File: src/logic/bpc_map.vh
// Command codes, offsets, register map and timing counts for the buffer-program host controller
// How it works
// - Host confirms with 29h inside loaded sector; any data write starts programming
// - Commands: F0h reset, 70h@555h status enter, 71h@555h clear, AAh@555h unlock
// - While busy, B0h or 51h anywhere enters suspend-pending, keeping context
// - Suspended: 30h or 50h resumes, status view returns, clear stays suspended
// - After first unlock host writes 55h at 2AAh; anything else returns to programming
// - Second unlock: F0h completes abort reset; other writes return to programming
`ifndef BPC_MAP_VH
`define BPC_MAP_VH
`define BPC_CMD_RESET      16'h00_F0
`define BPC_CMD_SR_ENTER   16'h00_70
`define BPC_CMD_SR_CLEAR   16'h00_71
`define BPC_CMD_UNLOCK1    16'h00_AA
`define BPC_CMD_UNLOCK2    16'h00_55
`define BPC_CMD_CONFIRM    16'h00_29
`define BPC_CMD_SUSP_A     16'h00_B0
`define BPC_CMD_SUSP_B     16'h00_51
`define BPC_CMD_RESUME_A   16'h00_30
`define BPC_CMD_RESUME_B   16'h00_50
`define BPC_ADDR_UNLOCK1   26'h000_0555
`define BPC_ADDR_UNLOCK2   26'h000_02AA
// Software command register fields
`define BPC_REG_CMD        8'h00
`define BPC_REG_ADDR       8'h04
`define BPC_REG_WDATA      8'h08
`define BPC_REG_STATUS     8'h0C
`define BPC_REG_RDATA      8'h10
`define BPC_OP_WRITE       3'h1
`define BPC_OP_READ        3'h2
`define BPC_OP_CONFIRM     3'h3
`define BPC_OP_SUSPEND     3'h4
`define BPC_OP_RESUME      3'h5
`define BPC_OP_ABORT_RST   3'h6
`define BPC_OP_STATUS      3'h7
`define BPC_ST_BUSY        0
`define BPC_ST_DONE        1
`define BPC_ST_READY       7
// Bus cycle timing: write pulse, read access and recovery, 100 MHz clock
`define BPC_CLK_NS         10
`define BPC_WE_NS          35
`define BPC_WE_CYC         ((`BPC_WE_NS + `BPC_CLK_NS - 1) / `BPC_CLK_NS)
`define BPC_RD_NS          100
`define BPC_RD_CYC         ((`BPC_RD_NS + `BPC_CLK_NS - 1) / `BPC_CLK_NS)
`define BPC_REC_NS         20
`define BPC_REC_CYC        ((`BPC_REC_NS + `BPC_CLK_NS - 1) / `BPC_CLK_NS)
`endif

File: src/logic/bpc_cycle.v
// One asynchronous flash bus cycle: write strobe pulse or timed read
`timescale 1ns/1ps
`include "bpc_map.vh"
module bpc_cycle (
   input  wire        core_clk,
   input  wire        rst_b,
   input  wire        clk_en,
   input  wire        start,
   input  wire        is_read,
   input  wire [25:0] addr,
   input  wire [15:0] wdata,
   output wire        done,
   output reg  [15:0] rdata_q,
   output reg  [25:0] fl_addr_q,
   output reg  [15:0] fl_dq_out_q,
   output reg         fl_dq_oe_b_q,
   input  wire [15:0] fl_dq_in,
   output reg         fl_ce_b_q,
   output reg         fl_we_b_q,
   output reg         fl_oe_b_q
);
   localparam S_IDLE = 2'd0;
   localparam S_PULSE = 2'd1;
   localparam S_REC = 2'd2;
   // Counts are loaded one short: the load edge itself is the first cycle of each phase
   localparam integer WE_LOAD  = `BPC_WE_CYC - 1;
   localparam integer RD_LOAD  = `BPC_RD_CYC - 1;
   localparam integer REC_LOAD = `BPC_REC_CYC - 1;
   reg [1:0] state_q;
   reg [3:0] cnt_q;
   reg       rd_q;
   assign done = (state_q == S_REC) && (cnt_q == 4'd0);
   always @(posedge core_clk or negedge rst_b) begin
      if (!rst_b) begin
         state_q      <= S_IDLE;
         cnt_q        <= 4'd0;
         rd_q         <= 1'b0;
         rdata_q      <= 16'h0000;
         fl_addr_q    <= 26'h000_0000;
         fl_dq_out_q  <= 16'h0000;
         fl_dq_oe_b_q <= 1'b1;
         fl_ce_b_q    <= 1'b1;
         fl_we_b_q    <= 1'b1;
         fl_oe_b_q    <= 1'b1;
      end else if (clk_en) begin
         case (state_q)
            S_IDLE: begin
               if (start) begin
                  rd_q         <= is_read;
                  fl_addr_q    <= addr;
                  fl_dq_out_q  <= wdata;
                  fl_dq_oe_b_q <= is_read;
                  fl_ce_b_q    <= 1'b0;
                  fl_we_b_q    <= is_read;
                  fl_oe_b_q    <= ~is_read;
                  cnt_q        <= is_read ? RD_LOAD[3:0] : WE_LOAD[3:0];
                  state_q      <= S_PULSE;
               end
            end
            S_PULSE: begin
               if (cnt_q != 4'd0) begin
                  cnt_q <= cnt_q - 4'd1;
               end else begin
                  // Data is latched by the device model just after the falling write strobe
                  if (rd_q) begin
                     rdata_q <= fl_dq_in;
                  end
                  fl_we_b_q <= 1'b1;
                  fl_oe_b_q <= 1'b1;
                  fl_ce_b_q <= 1'b1;
                  cnt_q     <= REC_LOAD[3:0];
                  state_q   <= S_REC;
               end
            end
            S_REC: begin
               fl_dq_oe_b_q <= 1'b1;
               if (cnt_q != 4'd0) begin
                  cnt_q <= cnt_q - 4'd1;
               end else begin
                  state_q <= S_IDLE;
               end
            end
            default: state_q <= S_IDLE;
         endcase
      end
   end
endmodule // bpc_cycle

File: src/logic/bpc_host.v
// Host controller: AHB-Lite command registers driving buffer-program command sequences
`timescale 1ns/1ps
`include "bpc_map.vh"
module bpc_host (
   input  wire        core_clk,
   input  wire        rst_b,
   input  wire        clk_en,
   input  wire        hsel,
   input  wire [31:0] haddr,
   input  wire [1:0]  htrans,
   input  wire        hwrite,
   input  wire [2:0]  hsize,
   input  wire [31:0] hwdata,
   input  wire        hready,
   output wire        hreadyout,
   output wire        hresp,
   output reg  [31:0] hrdata,
   output wire [25:0] fl_addr,
   output wire [15:0] fl_dq_out,
   output wire        fl_dq_oe_b,
   input  wire [15:0] fl_dq_in,
   output wire        fl_ce_b,
   output wire        fl_we_b,
   output wire        fl_oe_b,
   input  wire        fl_ready
);
   localparam H_IDLE = 3'd0;
   localparam H_CYC1 = 3'd1;
   localparam H_CYC2 = 3'd2;
   localparam H_CYC3 = 3'd3;
   localparam H_WAIT = 3'd4;

   reg  [2:0]  hst_q;
   reg  [2:0]  op_q;
   reg  [25:0] addr_q;
   reg  [15:0] wdata_q;
   reg         busy_q;
   reg         done_q;
   reg         ph_valid_q;
   reg         ph_write_q;
   reg  [7:0]  ph_addr_q;
   reg  [1:0]  step_q;
   reg  [31:0] rd_mux;
   reg         cyc_start;
   reg         cyc_read;
   reg  [25:0] cyc_addr;
   reg  [15:0] cyc_wdata;
   wire        cyc_done;
   wire [15:0] cyc_rdata;

   assign hreadyout = 1'b1;
   assign hresp     = 1'b0;

   bpc_cycle u_cycle (
      .core_clk     (core_clk),
      .rst_b        (rst_b),
      .clk_en       (clk_en),
      .start        (cyc_start),
      .is_read      (cyc_read),
      .addr         (cyc_addr),
      .wdata        (cyc_wdata),
      .done         (cyc_done),
      .rdata_q      (cyc_rdata),
      .fl_addr_q    (fl_addr),
      .fl_dq_out_q  (fl_dq_out),
      .fl_dq_oe_b_q (fl_dq_oe_b),
      .fl_dq_in     (fl_dq_in),
      .fl_ce_b_q    (fl_ce_b),
      .fl_we_b_q    (fl_we_b),
      .fl_oe_b_q    (fl_oe_b)
   );

   // Which flash cycle each step of an operation issues
   always @* begin
      cyc_start = 1'b0;
      cyc_read  = 1'b0;
      cyc_addr  = addr_q;
      cyc_wdata = wdata_q;
      case (hst_q)
         H_CYC1: begin
            cyc_start = 1'b1;
            case (op_q)
               `BPC_OP_READ: cyc_read = 1'b1;
               `BPC_OP_CONFIRM: cyc_wdata = `BPC_CMD_CONFIRM;
               `BPC_OP_SUSPEND: cyc_wdata = `BPC_CMD_SUSP_B;
               `BPC_OP_RESUME: cyc_wdata = `BPC_CMD_RESUME_B;
               `BPC_OP_STATUS: begin
                  cyc_addr  = `BPC_ADDR_UNLOCK1;
                  cyc_wdata = `BPC_CMD_SR_ENTER;
               end
               `BPC_OP_ABORT_RST: begin
                  cyc_addr  = `BPC_ADDR_UNLOCK1;
                  cyc_wdata = `BPC_CMD_UNLOCK1;
               end
               default: cyc_start = 1'b1;
            endcase
         end
         H_CYC2: begin
            cyc_start = 1'b1;
            if (op_q == `BPC_OP_STATUS) begin
               cyc_read = 1'b1;
            end else begin
               cyc_addr  = `BPC_ADDR_UNLOCK2;
               cyc_wdata = `BPC_CMD_UNLOCK2;
            end
         end
         H_CYC3: begin
            cyc_start = 1'b1;
            cyc_addr  = `BPC_ADDR_UNLOCK1;
            cyc_wdata = `BPC_CMD_RESET;
         end
         default: cyc_start = 1'b0;
      endcase
   end

   wire bus_wr = ph_valid_q && ph_write_q;
   wire go     = bus_wr && (ph_addr_q == `BPC_REG_CMD) && !busy_q;
   // Settings are frozen while a sequence runs; hsize is not checked, only word transfers are expected
   wire wr_addr   = bus_wr && (ph_addr_q == `BPC_REG_ADDR) && !busy_q;
   wire wr_wdata  = bus_wr && (ph_addr_q == `BPC_REG_WDATA) && !busy_q;
   wire wr_status = bus_wr && (ph_addr_q == `BPC_REG_STATUS);
   wire rd_take   = hready && hsel && htrans[1] && !hwrite;
   // Sequences that need a further flash cycle after the one just finished
   wire more_abort  = (op_q == `BPC_OP_ABORT_RST) && (step_q != 2'd3);
   wire more_status = (op_q == `BPC_OP_STATUS) && (step_q == 2'd1);

   // Read data is chosen in the address phase and registered, so it stands through the data phase
   always @* begin
      rd_mux = 32'h0000_0000;
      case (haddr[7:0])
         `BPC_REG_CMD: begin
            rd_mux = {29'h0000_0000, op_q};
         end
         `BPC_REG_ADDR: begin
            rd_mux = {6'h00, addr_q};
         end
         `BPC_REG_WDATA: begin
            rd_mux = {16'h0000, wdata_q};
         end
         `BPC_REG_STATUS: begin
            rd_mux = {24'h00_0000, fl_ready, 5'h00, done_q, busy_q};
         end
         `BPC_REG_RDATA: begin
            rd_mux = {16'h0000, cyc_rdata};
         end
         default: begin
            rd_mux = 32'h0000_0000;
         end
      endcase
   end

   always @(posedge core_clk or negedge rst_b) begin
      if (!rst_b) begin
         hst_q      <= H_IDLE;
         op_q       <= 3'h0;
         addr_q     <= 26'h000_0000;
         wdata_q    <= 16'h0000;
         busy_q     <= 1'b0;
         done_q     <= 1'b0;
         ph_valid_q <= 1'b0;
         ph_write_q <= 1'b0;
         ph_addr_q  <= 8'h00;
         step_q     <= 2'd0;
         hrdata     <= 32'h0000_0000;
      end else if (clk_en) begin
         if (hready) begin
            ph_valid_q <= hsel && htrans[1];
            ph_write_q <= hwrite;
            ph_addr_q  <= haddr[7:0];
         end
         if (wr_addr) begin
            addr_q <= hwdata[25:0];
         end
         if (wr_wdata) begin
            wdata_q <= hwdata[15:0];
         end
         // Done bit: write 1 clears, completion sets and wins over the clear
         if (wr_status && hwdata[`BPC_ST_DONE]) begin
            done_q <= 1'b0;
         end
         if (rd_take) begin
            hrdata <= rd_mux;
         end
         case (hst_q)
            H_IDLE: begin
               if (go && hwdata[2:0] != 3'h0) begin
                  op_q   <= hwdata[2:0];
                  busy_q <= 1'b1;
                  hst_q  <= H_CYC1;
               end
            end
            H_CYC1: begin
               step_q <= 2'd1;
               hst_q  <= H_WAIT;
            end
            H_CYC2: begin
               step_q <= 2'd2;
               hst_q  <= H_WAIT;
            end
            H_CYC3: begin
               step_q <= 2'd3;
               hst_q  <= H_WAIT;
            end
            H_WAIT: begin
               if (cyc_done) begin
                  // Step order is kept in a register rather than read back from the pins, so a user
                  // address or data word that matches a command code cannot loop the sequence
                  if (more_abort) begin
                     hst_q <= (step_q == 2'd1) ? H_CYC2 : H_CYC3;
                  end else if (more_status) begin
                     hst_q <= H_CYC2;
                  end else begin
                     busy_q <= 1'b0;
                     done_q <= 1'b1;
                     hst_q  <= H_IDLE;
                  end
               end
            end
            default: hst_q <= H_IDLE;
         endcase
      end
   end
endmodule // bpc_host

File: config.mk
export PLATFORM = sky130hd
export DESIGN_NAME = bpc_host
export DESIGN_NICKNAME = d
export VERILOG_FILES = /design/src/logic/bpc_cycle.v /design/src/logic/bpc_host.v
export VERILOG_INCLUDE_DIRS = /design/src /design/src/logic
export SDC_FILE = /design/constraint.sdc
export NUM_CORES = 1
export LEC_CHECK = 0
export ABC_AREA = 1
export BUFFER_PORTS_ARGS = -buffer_cell sky130_fd_sc_hd__buf_2
export CORE_MARGIN = 2
export CORE_UTILIZATION = 25
export CTS_CLUSTER_DIAMETER = 100
export DETAILED_ROUTE_END_ITERATION = 8
export HOLD_SLACK_MARGIN = 0.02
export MAX_ROUTING_LAYER = met4
export PLACE_DENSITY = 0.54
export SLEW_MARGIN = 30
export SYNTH_ARGS = -nofsm -noshare
export SYNTH_HDL_FRONTEND = slang
export SYNTH_SLANG_ARGS = --single-unit
File: constraint.sdc
create_clock -name core_clk -period 2.1 [get_ports core_clk]
set_input_delay 0.105 -clock core_clk [delete_from_list [all_inputs] [get_ports core_clk]]
set_output_delay 0.105 -clock core_clk [all_outputs]
set_load 0.005 [all_outputs]
==> flow_summary_export.csv <==
group,metric,value,unit
grt,maximum_number_of_pins_on_one_net_before_global_route_repair,65,
clock_tree,cts-htree-levels,4,
cells_and_area,final.fill_count,3123,
yosys,netlist_top_cells_area,"sky130_fd_sc_hd__dfrtp_1, sky130_fd_sc_hd__nand2_1, sky130_fd_sc_hd__nand3_1",
worst_setup_path,timing_worst_setup_path_type,"input port to flip-flop",
yosys,netlist_area,0.00741,mm2
cells_and_area,syn2layout_area_growth,30.3,%
route,ant_nets,0,
route,vias_per_cell,4.24,
floorplanning,floorplan.die_area,0.0310,mm2
worst_setup_path,cp.arrival,2.24,ns
cells_and_area,drive_above_1_share,21.7,%
timing,tns,0,ns
worst_setup_path,crit_path_max_fanout,26,
worst_setup_path,max_stage_delay,0.54,ns
route,first_iter_violations,371,
timing,final-max-slew-violation-count,0,
worst_setup_path,critical_path.endpoint_type,"flip-flop",
pwr,ir_drop,0.000606,V
timing,maxSlewHeadroom,44.7,%
clock_tree,worst_skew_pair.late_latency,0.44,ns
placed_design,routabilityCongestion,0.800,
grt,first_global_vias,6202,
placed_design,place_inst,1394,
cells_and_area,utilization,32.9,%
timing,fmaxAchievable,519,MHz
yosys,syn_avg_cell_area,8.32,um2
route,route.met3.wl,1070,um
clock_tree,clk_pin_slew,0.06,ns
yosys,ys_ff_latch,157,
yosys,synthDominantAreaCellType,"sky130_fd_sc_hd__dfrtp_1",
pwr,power.total,9.28,mW
placed_design,io_buffer_count,129,
worst_setup_path,r2r.worst_path.cells,5,
worst_setup_path,crit_family,"buffers and inverters",
floorplanning,ios,172,
grt,grt_first_pass_wirelength,33800,um
pwr,power.density,961,mW/mm2
clock_tree,cts_buffer_depth,2,
clock_tree,cts_repair_resize_count,0,
timing,final_min_period_over_clock_period,91.8,%
run_status,status,"finished clean",
clock_tree,clk_root_buffer_cell,"sky130_fd_sc_hd__clkbuf_16",
yosys,seq_area_frac_synth,53.1,%
floorplanning,core_area,0.0294,mm2
floorplanning,start_util,25.2,%
grt,grt_antenna_before_repair,1,
yosys,synth_largest_type_area_fraction,51.7,%
worst_setup_path,cp.buffers_inverters,5,
route,wl_met2,9430,um
floorplanning,die_height,176,um
run,drv.max_cap_violation_count,0,
clock_tree,post_cts_buffers,0,
worst_setup_path,cpMaxStageDelayCell,"sky130_fd_sc_hd__dlygate4sd3_1",
route,drt_pre_antenna_iters,5,
clock_tree,ctsHoldBuffers,53,
worst_setup_path,required,2.41,ns
yosys,number_of_warnings_printed_during_yosys_synthesis,0,
worst_setup_path,cp.depth,10,
cells_and_area,final_cell_area,0.00966,mm2
route,detail_route.wl_per_cell,14.5,um
timing,clock_period_minus_worst_slack,1.93,ns
route,wl,21400,um
floorplanning,chipWidth,176,um
route,maxUsedRoutingLayer,"met4",
timing,grt_setup_unrepaired,"no",
yosys,synth_cell_types,40,
yosys,syn-instance-count,891,
route,met1_length,10600,um
timing,finalHoldViolCount,0,
worst_hold_path,hold_path_depth,3,
clock_tree,numClockSinks,157,
timing,tightestPinTransition,0.827,ns
placed_design,detailedPlacementHpwl,15400,um
worst_setup_path,start_kind,"input port",
grt,gr-total-overflow,0,
worst_setup_path,path_cells,"dlygate4sd3_1, buf_2, nand2_1, dlygate4sd3_1, inv_1, nand2_1, nor2_4, inv_2, a21oi_1, a21oi_1",
pwr,total_leakage_power,5.06,nW
clock_tree,tritoncts.num_buffers,17,
route,dr_total_vias,6277,
worst_hold_path,min_delay_path_class,"input port to flip-flop",
cells_and_area,post_layout_nonfiller_instances,1480,
timing,report.final.setup_viol,0,
clock_tree,tritoncts_clock_tree,"yes",
grt,grtUsageTotal,14.6,%
route,remaining_drc_errors,0,
placed_design,place_area,0.00851,mm2
timing,skew,0.0133,ns
floorplanning,placementRows,63,
cells_and_area,num-nets-final,1172,
==> final cells by class <==
class | instances | area, um2 | share of cell area (%)
tap | 390 | 488 | 5.05
inverter | 100 | 378 | 3.91
timing repair buffer | 202 | 1370 | 14.2
multi-input combinational | 598 | 2870 | 29.7
sequential | 157 | 3930 | 40.7
antenna | 1 | 2.50 | 0.0259
clock inverter | 11 | 156 | 1.62
clock buffer | 21 | 460 | 4.77
==> stage by stage <==
stage	setup WS (ns)	hold slack, ns
after global placement	0.309	0.155
after CTS	0.184	0.0201
after global routing	0.00956	0.0638
after detailed placement	0.305	0.155
final	0.172	0.0346
after floorplan	0.435	-0.191
==> cell usage after synthesis, drive strengths merged <==
master,n
conb,2
nor2,46
dfstp,4
nor3,3
dfrtp,153
o211ai,4
nand3b,1
inv,100
o221ai,1
mux2,16
nand2,289
o21ai,83
or2,7
a21oi,18
clkbuf,12
nand4,6
a21boi,1
xor2,2
o21a,2
ha,4
nand3,107
buf,30
==> flip-flops by register name (all words and copies together), names as in the netlist, 2 cells and up <==
register / flops
hrdata: 26
u_cycle.state_q: 2
addr_q: 26
u_cycle.cnt_q: 4
step_q: 2
hst_q: 3
ph_addr_q: 8
wdata_q: 16
u_cycle.fl_addr_q: 26
u_cycle.fl_dq_out_q: 16
u_cycle.rdata_q: 16
op_q: 3
==> routing by layer <==
layer	vias to the layer above	GRT usage (%)
li1	3198	-
met5	-	-
met1	2919	19.6
met2	140	21.7
met4	0	4.72
met3	20	3.36
==> placed cells by master (no fill, tap or decap), drive strengths merged <==
| cell | n |
|---|---|
| a21boi | 1 |
| a21oi | 18 |
| buf | 149 |
| bufinv | 3 |
| clkbuf | 21 |
| clkinv | 4 |
| conb | 8 |
| dfrtp | 153 |
| dfstp | 4 |
| diode | 1 |
| dlygate4sd3 | 53 |
| ha | 4 |
| inv | 104 |
| mux2 | 16 |
| nand2 | 289 |
| nand3 | 107 |
| nand3b | 1 |
| nand4 | 6 |
| nor2 | 46 |
| nor3 | 3 |
| o211ai | 4 |
| o21a | 2 |
| o21ai | 83 |
| o221ai | 1 |
| or2 | 7 |
| xor2 | 2 |
==> power breakdown <==
group | leakage, nW | internal [mW] | switching, mW
Combinational | 2.76 | 0.899 | 1.37
Sequential | 1.99 | 3.47 | 0.255
Clock | 0.303 | 1.95 | 1.33
==> worst paths after layout <==
| path | start | endpoint | slack [ns] |
|---|---|---|---|
| max in group asynchronous | rst_b | op_q[0] | 1.15 |
| hold / removal | haddr[3] | ph_addr_q[3] | 0.03 |
| setup reg to reg | op_q[2] | u_cycle.fl_addr_q[25] | 0.32 |
| setup / recovery | htrans[1] | hrdata[0] | 0.17 |
| min in group asynchronous | rst_b | ph_write_q | 0.24 |
| hold reg to reg | u_cycle.fl_ce_b_q | u_cycle.fl_ce_b_q | 0.46 |
==> tightest hold or removal path: cells and delay by family <==
kind	cells	cell delay, ns
compound gates	1	0.09
buf+inv	2	0.22
==> logic make-up (layout without fill, tap and decap cells) <==
logic type / after synthesis / count (layout) / synth area share (%)
adders and majority gates: 4 / 4 / 0.675
buffers and inverters: 142 / 334 / 8.58
muxes: 16 / 16 / 2.43
and+or+nand+nor: 459 / 459 / 27.1
other: 2 / 9 / 0.101
DFF: 157 / 157 / 53.1
xor gates and xnor gates: 2 / 2 / 0.236
AOI/OAI and AO/OA: 109 / 109 / 7.77
(Power assumes the default switching activity.)
